### src/inc/cap_pkg.sv
package cap_pkg;

  // Bit and symbol timing
  localparam int unsigned CAP_CLK_KHZ      = 200000;
  localparam int unsigned CAP_BIT_RATE_KHZ = 155520;
  localparam logic [18:0] CAP_NCO_MOD      = 19'(CAP_CLK_KHZ);
  localparam logic [18:0] CAP_NCO_INC      = 19'(CAP_BIT_RATE_KHZ);
  localparam logic [2:0]  CAP_SYM_BITS     = 3'h6;
  localparam logic [2:0]  CAP_SYM_LAST     = 3'h5;

  // Scrambler taps, bit index of x^n is n-1
  localparam int unsigned CAP_SCR_LEN      = 23;
  localparam int unsigned CAP_TAP_NET      = 17;
  localparam int unsigned CAP_TAP_USER     = 4;

  // Register map, byte addresses
  localparam logic [3:0]  CAP_OFS_CTRL     = 4'h0;
  localparam logic [3:0]  CAP_OFS_STATUS   = 4'h4;
  localparam logic [4:0]  CAP_CTRL_RESET   = 5'h00;

  // Control field positions
  localparam int unsigned CAP_CTRL_USER    = 0;
  localparam int unsigned CAP_CTRL_TXSOFF  = 1;
  localparam int unsigned CAP_CTRL_RXSOFF  = 2;
  localparam int unsigned CAP_CTRL_ONES    = 3;
  localparam int unsigned CAP_CTRL_FREE    = 4;

  // Status field positions
  localparam int unsigned CAP_STAT_RVALID  = 0;
  localparam int unsigned CAP_STAT_LOOP    = 1;
  localparam int unsigned CAP_STAT_CNT_LSB = 16;

  // Shaping filter taps, a short truncated approximation
  localparam int unsigned CAP_TAPS         = 4;
  localparam logic signed [4:0] CAP_I_COEF [CAP_TAPS] = '{5'sh03, 5'sh0F, 5'sh0F, 5'sh03};
  localparam logic signed [4:0] CAP_Q_COEF [CAP_TAPS] = '{5'sh1C, 5'sh17, 5'sh09, 5'sh04};

  typedef struct packed {
    logic signed [3:0] a_lvl;
    logic signed [3:0] b_lvl;
  } cap_sym_type;

  typedef struct packed {
    logic force_free;
    logic test_ones;
    logic rx_scr_off;
    logic tx_scr_off;
    logic user_role;
  } cap_ctrl_type;

  typedef enum logic [1:0] {
    CAP_BUS_IDLE = 2'b00,
    CAP_BUS_ACK  = 2'b01
  } cap_bus_state_type;

endpackage

### src/rtl/cap_scrambler.sv
`timescale 1ns/10ps
module cap_scrambler
  import cap_pkg::*;
(
  input  wire logic clk_sys,
  input  wire logic nrst,
  input  wire logic en,
  input  wire logic bypass,
  input  wire logic user_tap,
  input  wire logic descramble,
  input  wire logic din,
  output logic      dout
);

  logic [CAP_SCR_LEN-1:0] state_q;
  logic                   fb;
  logic                   shift_in;

  // Self-synchronizing: descrambler shifts the line bit, scrambler its own output
  assign fb       = state_q[CAP_SCR_LEN-1] ^ (user_tap ? state_q[CAP_TAP_USER] : state_q[CAP_TAP_NET]);
  assign dout     = bypass ? din : din ^ fb;
  assign shift_in = descramble ? din : dout;

  always_ff @(posedge clk_sys)
  begin
    if (!nrst)
      state_q <= '0;
    else if (en)
      state_q <= {state_q[CAP_SCR_LEN-2:0], shift_in};
  end

endmodule

### src/rtl/cap_symbol_map.sv
`timescale 1ns/10ps
module cap_symbol_map
  import cap_pkg::*;
(
  input  wire logic [5:0]  bits_in,
  output cap_sym_type      sym_out,
  input  wire cap_sym_type sym_in,
  output logic [5:0]       bits_out
);

  function automatic logic signed [3:0] gray_level(input logic neg, input logic [1:0] g);
    logic [3:0] mag;
    mag = 4'h1;
    case (g)
      2'b00:   mag = 4'h1;
      2'b01:   mag = 4'h3;
      2'b11:   mag = 4'h5;
      default: mag = 4'h7;
    endcase
    return neg ? -$signed(mag) : $signed(mag);
  endfunction

  // Slicer: nearest level, so a noisy level still decodes
  function automatic logic [2:0] slice(input logic signed [3:0] lvl);
    logic [3:0] mag;
    logic [1:0] g;
    mag = lvl[3] ? 4'(-lvl) : 4'(lvl);
    if (mag <= 4'h2)
      g = 2'b00;
    else if (mag <= 4'h4)
      g = 2'b01;
    else if (mag <= 4'h6)
      g = 2'b11;
    else
      g = 2'b10;
    return {lvl[3], g};
  endfunction

  logic [2:0] a_sl;
  logic [2:0] b_sl;

  // b1 b2 pick the quadrant by sign, b3 b5 and b4 b6 the magnitudes
  assign sym_out.a_lvl = gray_level(bits_in[5], {bits_in[3], bits_in[1]});
  assign sym_out.b_lvl = gray_level(bits_in[4], {bits_in[2], bits_in[0]});
  assign a_sl          = slice(sym_in.a_lvl);
  assign b_sl          = slice(sym_in.b_lvl);
  assign bits_out      = {a_sl[2], b_sl[2], a_sl[1], b_sl[1], a_sl[0], b_sl[0]};

endmodule

### src/rtl/cap_phy_core.sv
// The register addresses and the Avalon-MM slave port were decided locally.
`timescale 1ns/10ps
module cap_phy_core
  import cap_pkg::*;
(
  input  wire logic        clk_sys,
  input  wire logic        nrst,
  input  wire logic [3:0]  avs_address,
  input  wire logic        avs_read,
  input  wire logic        avs_write,
  input  wire logic [31:0] avs_writedata,
  output logic [31:0]      avs_readdata,
  output logic             avs_waitrequest,
  input  wire logic        tx_bit,
  output logic             tx_bit_take,
  input  wire logic        rec_bit_tick,
  input  wire logic        rec_clk_valid,
  input  wire cap_sym_type line_input_port,
  input  wire logic        line_input_valid,
  output logic             rx_bit,
  output logic             rx_bit_valid,
  output cap_sym_type      tx_sym,
  output logic             tx_sym_valid,
  output logic [11:0]      line_output_port,
  output logic             line_output_valid
);

  cap_ctrl_type      ctrl_q;
  cap_bus_state_type bus_q;
  logic [31:0]       rdata_q;
  logic [15:0]       sym_cnt_q;
  logic [17:0]       nco_q;
  logic              loop_q;
  logic [2:0]        bit_cnt_q;
  logic [4:0]        grp_q;
  logic [2:0]        ones_run_q;
  logic [5:0]        rx_grp_q;
  logic [2:0]        rx_cnt_q;
  logic              rx_bit_q;
  logic              rx_valid_q;
  cap_sym_type       sym_q;
  logic              sym_valid_q;
  cap_sym_type       hist_q [CAP_TAPS];
  logic signed [11:0] sum_prev_q;
  logic [11:0]       line_q;
  logic              line_valid_q;
  logic              line_out_valid_q;

  // Avalon slave: one wait cycle, then the answer edge
  logic bus_req;
  logic bus_ack;
  logic sel_ctrl;
  logic sel_status;
  logic [31:0] rd_mux;
  assign bus_req         = avs_read | avs_write;
  assign bus_ack         = bus_req & (bus_q == CAP_BUS_ACK);
  assign avs_waitrequest = bus_req & ~bus_ack;
  assign avs_readdata    = rdata_q;
  assign sel_ctrl        = avs_address == CAP_OFS_CTRL;
  assign sel_status      = avs_address == CAP_OFS_STATUS;

  logic [31:0] status_word;
  assign status_word = {sym_cnt_q, 14'h0000, loop_q, rec_clk_valid};
  assign rd_mux = sel_ctrl ? {27'h0000000, ctrl_q} : sel_status ? status_word : 32'h00000000;

  always_ff @(posedge clk_sys)
  begin
    if (!nrst)
    begin
      bus_q   <= CAP_BUS_IDLE;
      rdata_q <= 32'h00000000;
      ctrl_q  <= cap_ctrl_type'(CAP_CTRL_RESET);
    end
    else
    begin
      bus_q <= (bus_req && !bus_ack) ? CAP_BUS_ACK : CAP_BUS_IDLE;
      if (avs_read && !bus_ack)
        rdata_q <= rd_mux;
      if (avs_write && bus_ack && sel_ctrl)
        ctrl_q <= cap_ctrl_type'(avs_writedata[4:0]);
    end
  end

  // Free-running bit tick: exact nominal rate from the system clock
  logic [18:0] nco_sum;
  logic        nco_tick;
  assign nco_sum  = {1'b0, nco_q} + CAP_NCO_INC;
  assign nco_tick = nco_sum >= CAP_NCO_MOD;

  // Loop timing only for the user role with a live recovered clock
  logic loop_want;
  logic loop_tick;
  logic tx_tick;
  logic switch_ok;
  assign loop_want = ctrl_q.user_role & rec_clk_valid & ~ctrl_q.force_free;
  assign loop_tick = rec_bit_tick & rec_clk_valid;
  assign tx_tick   = loop_q ? loop_tick : nco_tick;
  // Source may only change between ticks, and on a symbol boundary unless the recovered clock is not valid
  assign switch_ok = !tx_tick && (bit_cnt_q == 3'h0 || !rec_clk_valid);
  assign tx_bit_take = tx_tick;

  always_ff @(posedge clk_sys)
  begin
    if (!nrst)
    begin
      nco_q  <= 18'h00000;
      loop_q <= 1'b0;
    end
    else
    begin
      nco_q <= nco_tick ? 18'(nco_sum - CAP_NCO_MOD) : nco_sum[17:0];
      if (switch_ok)
        loop_q <= loop_want;
    end
  end

  // Transmit: scramble, optional all-ones, group six bits
  logic tx_scr;
  logic enc_in;
  logic [5:0] tx_grp;
  cap_sym_type map_sym;
  logic [5:0]  rx_bits;
  cap_scrambler u_tx_scr (
    .clk_sys    (clk_sys),
    .nrst       (nrst),
    .en         (tx_tick),
    .bypass     (ctrl_q.tx_scr_off),
    .user_tap   (ctrl_q.user_role),
    .descramble (1'b0),
    .din        (tx_bit),
    .dout       (tx_scr)
  );
  assign enc_in = ctrl_q.test_ones | tx_scr;
  assign tx_grp = {grp_q, enc_in};

  cap_symbol_map u_map (
    .bits_in  (tx_grp),
    .sym_out  (map_sym),
    .sym_in   (line_input_port),
    .bits_out (rx_bits)
  );

  always_ff @(posedge clk_sys)
  begin
    if (!nrst)
    begin
      bit_cnt_q   <= 3'h0;
      grp_q       <= 5'h00;
      sym_q       <= '0;
      sym_valid_q <= 1'b0;
      sym_cnt_q   <= 16'h0000;
      ones_run_q  <= 3'h0;
    end
    else
    begin
      sym_valid_q <= tx_tick && bit_cnt_q == CAP_SYM_LAST;
      if (tx_tick)
      begin
        grp_q      <= tx_grp[4:0];
        bit_cnt_q  <= (bit_cnt_q == CAP_SYM_LAST) ? 3'h0 : 3'(bit_cnt_q + 3'h1);
        ones_run_q <= !enc_in ? 3'h0 : (ones_run_q == 3'h7) ? 3'h7 : 3'(ones_run_q + 3'h1);
        if (bit_cnt_q == CAP_SYM_LAST)
        begin
          sym_q     <= map_sym;
          sym_cnt_q <= 16'(sym_cnt_q + 16'h0001);
        end
      end
      else if (switch_ok && loop_q != loop_want && bit_cnt_q != 3'h0)
        bit_cnt_q <= 3'h0;
    end
  end
  assign tx_sym       = sym_q;
  assign tx_sym_valid = sym_valid_q;

  // Shaping: a short FIR per component, then in-phase minus quadrature
  logic signed [10:0] i_terms [CAP_TAPS];
  logic signed [10:0] q_terms [CAP_TAPS];
  logic signed [10:0] i_part  [CAP_TAPS+1];
  logic signed [10:0] q_part  [CAP_TAPS+1];
  logic signed [11:0] sum_now;
  assign i_part[0] = 11'sh000;
  assign q_part[0] = 11'sh000;
  for (genvar k = 0; k < CAP_TAPS; k++)
  begin : g_tap
    assign i_terms[k]  = 11'(hist_q[k].a_lvl * CAP_I_COEF[k]);
    assign q_terms[k]  = 11'(hist_q[k].b_lvl * CAP_Q_COEF[k]);
    assign i_part[k+1] = 11'(i_part[k] + i_terms[k]);
    assign q_part[k+1] = 11'(q_part[k] + q_terms[k]);
  end
  assign sum_now = 12'(i_part[CAP_TAPS] - q_part[CAP_TAPS]);

  logic signed [12:0] lp_sum;
  assign lp_sum = 13'(sum_now) + 13'(sum_prev_q);

  always_ff @(posedge clk_sys)
  begin
    if (!nrst)
    begin
      for (int k = 0; k < CAP_TAPS; k++)
        hist_q[k] <= '0;
      sum_prev_q   <= 12'sh000;
      line_q       <= 12'h000;
      line_valid_q <= 1'b0;
      line_out_valid_q <= 1'b0;
    end
    else
    begin
      line_valid_q <= sym_valid_q;
      // Valid follows line_q, which loads one cycle after the history shift
      line_out_valid_q <= line_valid_q;
      if (sym_valid_q)
      begin
        hist_q[0] <= sym_q;
        for (int k = 1; k < CAP_TAPS; k++)
          hist_q[k] <= hist_q[k-1];
      end
      if (line_valid_q)
      begin
        // Two-point average as low-pass; keeps one extra bit of headroom
        line_q     <= lp_sum[12:1];
        sum_prev_q <= sum_now;
      end
    end
  end
  assign line_output_port  = line_q;
  assign line_output_valid = line_out_valid_q;

  // Receive: unpack six bits per symbol on recovered ticks, descramble
  logic rx_shift;
  logic rx_desc;
  assign rx_shift = rec_bit_tick && rx_cnt_q != 3'h0;
  cap_scrambler u_rx_scr (
    .clk_sys    (clk_sys),
    .nrst       (nrst),
    .en         (rx_shift),
    .bypass     (ctrl_q.rx_scr_off),
    .user_tap   (~ctrl_q.user_role),
    .descramble (1'b1),
    .din        (rx_grp_q[5]),
    .dout       (rx_desc)
  );

  always_ff @(posedge clk_sys)
  begin
    if (!nrst)
    begin
      rx_grp_q   <= 6'h00;
      rx_cnt_q   <= 3'h0;
      rx_bit_q   <= 1'b0;
      rx_valid_q <= 1'b0;
    end
    else
    begin
      rx_valid_q <= rx_shift;
      if (rx_shift)
        rx_bit_q <= rx_desc;
      // A new symbol restarts the group; a late tail is dropped
      if (line_input_valid)
      begin
        rx_grp_q <= rx_bits;
        rx_cnt_q <= CAP_SYM_BITS;
      end
      else if (rx_shift)
      begin
        rx_grp_q <= {rx_grp_q[4:0], 1'b0};
        rx_cnt_q <= 3'(rx_cnt_q - 3'h1);
      end
    end
  end
  assign rx_bit       = rx_bit_q;
  assign rx_bit_valid = rx_valid_q;
endmodule

### config.mk
export PLATFORM = sky130hd
export DESIGN_NAME = cap_phy_core
export DESIGN_NICKNAME = d
export VERILOG_FILES = /design/src/inc/cap_pkg.sv /design/src/rtl/cap_scrambler.sv /design/src/rtl/cap_symbol_map.sv /design/src/rtl/cap_phy_core.sv
export SDC_FILE = /design/constraint.sdc
export NUM_CORES = 1
export LEC_CHECK = 0
export BUFFER_PORTS_ARGS = -buffer_cell sky130_fd_sc_hd__buf_2
export CAP_MARGIN = 20
export CELL_PAD_IN_SITES_DETAIL_PLACEMENT = 0
export CELL_PAD_IN_SITES_GLOBAL_PLACEMENT = 1
export CORE_MARGIN = 4
export CORE_UTILIZATION = 30
export CTS_BUF_LIST = sky130_fd_sc_hd__clkbuf_4 sky130_fd_sc_hd__clkbuf_8
export CTS_CLUSTER_SIZE = 40
export DETAILED_ROUTE_END_ITERATION = 10
export PLACE_DENSITY = 0.54
export SYNTH_ARGS = -nofsm -noshare
export SYNTH_HDL_FRONTEND = slang
export SYNTH_SLANG_ARGS = --single-unit
### constraint.sdc
create_clock -name clk_sys -period 9.7 [get_ports clk_sys]
set_input_delay 1.94 -clock clk_sys [delete_from_list [all_inputs] [get_ports clk_sys]]
set_output_delay 1.94 -clock clk_sys [all_outputs]
set_load 0.1 [all_outputs]
After elaboration in Yosys (flattened, before gate mapping)
Memory sizes are Yosys's and may differ from the RTL's. Index checks and enable logic that the tools add are counted.

Add/subtract/negate cells: 18. $mul: 6. Div/mod/pow operators: 0. $lt $le $gt $ge: 7. Eq/ne operators: 8. Shift operators: 0. Muxes and demuxes: 36. Bitwise gates (word level): 18. Reductions and logical operators: 23.

Operators by type and width (count): $mux 32 (2); $mul 4x5->9 const B (4); $mux 8 (4); $add 11x9->11 (2); $add 18x18->19 const B (1); $ge 19x18->1 const B (1); $mux 18 (1); $pmux 3 s3 (2); $sub 18x18->18 const B (1); $add 16x1->16 const B (1); $le 4x3->1 const B (4); $mux 4 (4); $mux 3 (5); $mul 4x3->7 const B (2); $add 12x12->13 (1); $mux 1 (12); $mux 6 (2); $sub 11x11->12 (1); $add 10x9->11 (1); $add 11x6->11 (1); $add 11x7->11 (1); $add 7x9->10 (1); $logic_and 1x1->1 (9); $neg 4->9 (1); 24 further kinds (52).

Register bits: 174. Bits in latches: 0. Bits in writable memories: 32. Bits in read-only memories: 0. Bits of input ports: 52. Output and inout bits: 58. Logic and storage cells: 143. Memories kept: 1.

Memories: hist_q (words 4, width 8, read ports 4, clocked after memory_dff 0, wr ports 4, line cap_phy_core.sv:43) `cap_sym_type hist_q [CAP_TAPS];`.

Logic depth before layout (Yosys ltp)
Word-level depth: 9. Depth in mapped cells: 40. Mapped depth without buffers: 40.

Hierarchy
From an unflattened synthesis, not the netlist that was laid out.

Cell total of the unflattened synthesis: 1290. Area, all modules: 12515.8 µm².

Modules (own cells, without submodules): cap_phy_core (instances 1, cells each 1080, area each 10347.4 µm², seq. area each 3163.0 µm²); cap_scrambler (instances 2, cells each 80, area each 898.4 µm², seq. area each 460.4 µm²); cap_symbol_map (instances 1, cells each 50, area each 371.6 µm², seq. area each 0.0 µm²).

Least setup slack after synthesis
OpenSTA, ideal clock, no wires.

Kind: reg-to-reg. Start: memory hist_q[0][12] (netlist name). End: register line_q[11] (netlist: line_output_port[11]). Library setup time: 0.119 ns. Arrival time: 8.760 ns. Required time: 9.581 ns. Path slack: 0.821 ns. Stages on the path, launching flop included: 29. Path buffers: 0. Clock period less this slack: 8.879 ns. Cells stage by stage: edfxtp_1 ha_1 fa_1 fa_1 fa_1 ha_1 ha_1 a31o_2 a21oi_1 xor2_1 ha_1 fa_1 inv_1 fa_1 fa_1 fa_1 fa_1 inv_1 ha_1 a21oi_1 o21ai_0 a2111o_1 nand2_1 xnor2_1 ha_1 nand2_1 o311ai_0 a2111oi_0 o221a_2.

RTL lines: start: declaration (line cap_phy_core.sv:43); end signal: assignment (line cap_phy_core.sv:220) `line_q <= lp_sum[12:1];`; end: declaration (line cap_phy_core.sv:45) `logic [11:0] line_q;`.

==> impl_metrics.ini <==
[run_status]
outcome = complete, no violations

[critical_path]
crit_type = flop to flop
start_kind = flop
critPathMaxFanout = 4
critPathCaptureType = flop
slowest_delay_ns = 0.55
critPathMostFrequentCell = fa_1
cp_slowest_cell = fa_1
worstPathArrival_ns = 9.60
cp.required_ns = 10.06

[global_routing]
grt_pass1_wl_um = 43600
gr-total-overflow = 0
antenna_found_initial = 0
grt_pass1_vias = 8708
grt_max_degree = 86
grt_use_total_pct = 11.9

[floorplanning]
ios = 110
start_util_pct = 30.4
std_cell_rows = 73
die_x_um = 209
core_area_sq_um = 39700
die-area_sq_um = 43500
die_h_um = 209

[drt]
routedWlPerCell_um = 13.4
vias = 8676
finalWirelength_um = 25300
first_pass_iters = 5
vias_per_cell = 4.61
antenna_left = 0
first_iter_violations = 309
drc = 0

[finish]
syn2layout_area_growth_pct = 10.8
multiInputGateArea_sq_um = 7290
n_antenna_cell = 0
fillers = 4164
regArea_sq_um = 3940
finalNetCount = 1592
drive_above_1_share_pct = 10.8

[clock_tree]
cts_tree = yes
root_buffer = clkbuf_8
ctsHoldBuffers = 0
htree_levels = 4
clock-sinks = 183
cts.path.max_buffers = 2
clk_latency_ns = 0.50
cts.clk_slew.worst_paths_ns = 0.12
cts_buffers = 17

[synth]
yosysMostFrequentCell = dfxtp_1
yosysUniqueCellTypes = 70
seq_area_frac_synth_pct = 32.7
yosysTopAreaCellShare_pct = 25.7
yosys_warnings = 0
avgSynthCellArea_sq_um = 9.31
synth_edf_count = 28
syn_inst = 1296
ys_ff_latch = 183
yosys-top-cells-area = dfxtp_1 26%, ha_1 13%, fa_1 12%, edfxtp_1 7.0%, inv_1 4.7%
synth_top_area_cell = dfxtp_1
yosys-top-cells-count = 155 x dfxtp_1, 152 x inv_1, 122 x ha_1, 111 x nor2_1, 106 x nand2_1
synthArstFlopShare_pct = 0
synthFlopType = dfxtp_1
synth_area_sq_um = 12100

[timing]
max_freq_mhz = 108
setup_viol = 0
period_needed_ns = 9.24
clock_skew_ns = 0.0304
hold_viol = 0
slew-limit-headroom_pct = 38.2
setup_slack_ns = 0.465
maxSlewViolCount = 0
tightest_slew_ns = 0.927
post-route-period-util_pct = 95.2

[place]
pre_cts_ws_ns = 0.306
dp_hpwl_um = 18300
gp_congestion = 0.754
io_buffers = 71

[run]
cap_violations = 0

[min_path]
hold_class = flop to flop
==> worst paths after layout <==
kind | from | to | slack, ns | cells after the start
worst max-delay path | hist_q[0][12]$_SDFFCE_PN0P_ | line_output_port[10]$_SDFFE_PN0P_ | 0.46 | 30
worst min-delay path | u_rx_scr.state_q[18]$_SDFFE_PN0P_ | u_rx_scr.state_q[19]$_SDFFE_PN0P_ | 0.44 | 2
worst max register to register | hist_q[0][12]$_SDFFCE_PN0P_ | line_output_port[10]$_SDFFE_PN0P_ | 0.46 | 30
worst min register to register | u_rx_scr.state_q[18]$_SDFFE_PN0P_ | u_rx_scr.state_q[19]$_SDFFE_PN0P_ | 0.44 | 2
==> timing repair <==
item / CTS / global route
setup buffers: 0 / 3
setup endpoints to repair: 0 / 3
gates resized for setup: 0 / 9
==> cells in the final DEF (no fill, tap or decap), drive strengths merged, types with 12 or more instances in the layout <==
| cell | n |
|---|---|
| nand3 | 34 |
| buf | 88 |
| xnor2 | 50 |
| nand2b | 13 |
| and3 | 33 |
| fa | 75 |
| o21ai | 52 |
| or3 | 13 |
| inv | 162 |
| a21oi | 66 |
| mux2i | 41 |
| dfxtp | 155 |
| nand2 | 106 |
| xor2 | 20 |
| edfxtp | 28 |
| clkbuf | 18 |
| nor2 | 111 |
| nor3 | 12 |
| ha | 122 |
| a22oi | 21 |
==> metrics by stage <==
step / cell area, sq um / hold slack, ns / util [%] / TNS [ns] / instances
final: 13400 / 0.444 / 33.7 / 0 / 1880
after global routing: 13400 / 0.468 / 33.7 / -0.000754 / 1880
after CTS: 13300 / 0.445 / 33.6 / 0 / 1877
after detailed placement: 12900 / 0.443 / 32.5 / 0 / 1846
after global placement: 12900 / 0.440 / 32.5 / 0 / 1845
after floorplan: 12100 / 0.432 / - / 0 / 1306
==> state kept, by name, summed over array words and instances, names as in the netlist <==
signal             count
rx_cnt_q               3
bus_q                  1
line_valid_q           1
nco_q                 12
u_tx_scr.state_q      23
u_rx_scr.state_q      23
sym_cnt_q             16
avs_readdata          21
sum_prev_q            12
line_output_port      12
grp_q                  5
rx_bit_valid           1
tx_sym                 7
loop_q                 1
bit_cnt_q              3
ctrl_q                 5
line_output_valid      1
tx_sym_valid           1
rx_grp_q               6
hist_q                28
rx_bit                 1
==> kinds of logic after synthesis <==
family                   after synthesis  synth area share (%)
AND/OR/NAND/NOR                      365                  14.4
multiplexers                          43                  3.59
buffers and inverters                223                  7.37
AO/OA/AOI/OAI                        214                  11.8
adder cells (fa/ha/maj)              197                  25.1
flip-flops                           183                  32.7
other                                  1                0.0311
XOR/XNOR                              70                  5.08
==> critical path, delay by kind of cell (launching register included) <==
kind | cells | cell delay, ns
simple gates | 3 | 0.30
flops | 1 | 0.41
buf+inv | 3 | 0.25
fa+ha+maj | 14 | 5.94
mux | 1 | 0.14
xor+xnor | 3 | 0.50
compound gates | 6 | 1.58
==> routing by layer <==
metal	share of wire (%)	global-route usage, %	routed length [um]
met5	0	0	0
met4	0.86	2.61	218
met3	2.1	2.25	522
met2	49	20.4	12400
met1	48	15.6	12100
==> final cells by class <==
| cell class | instances | area share (%) |
|---|---|---|
| Clock inverter | 13 | 1.15 |
| Inverter | 153 | 4.31 |
| Clock buffer | 18 | 1.85 |
| Sequential cell | 183 | 29.5 |
| Multi-Input combinational cell | 900 | 54.5 |
| Tap cell | 525 | 4.91 |
| Timing Repair Buffer | 88 | 3.76 |
Power is not shown: default switching activity piles up to over one toggle a cycle in this logic, so the estimate is an artifact.
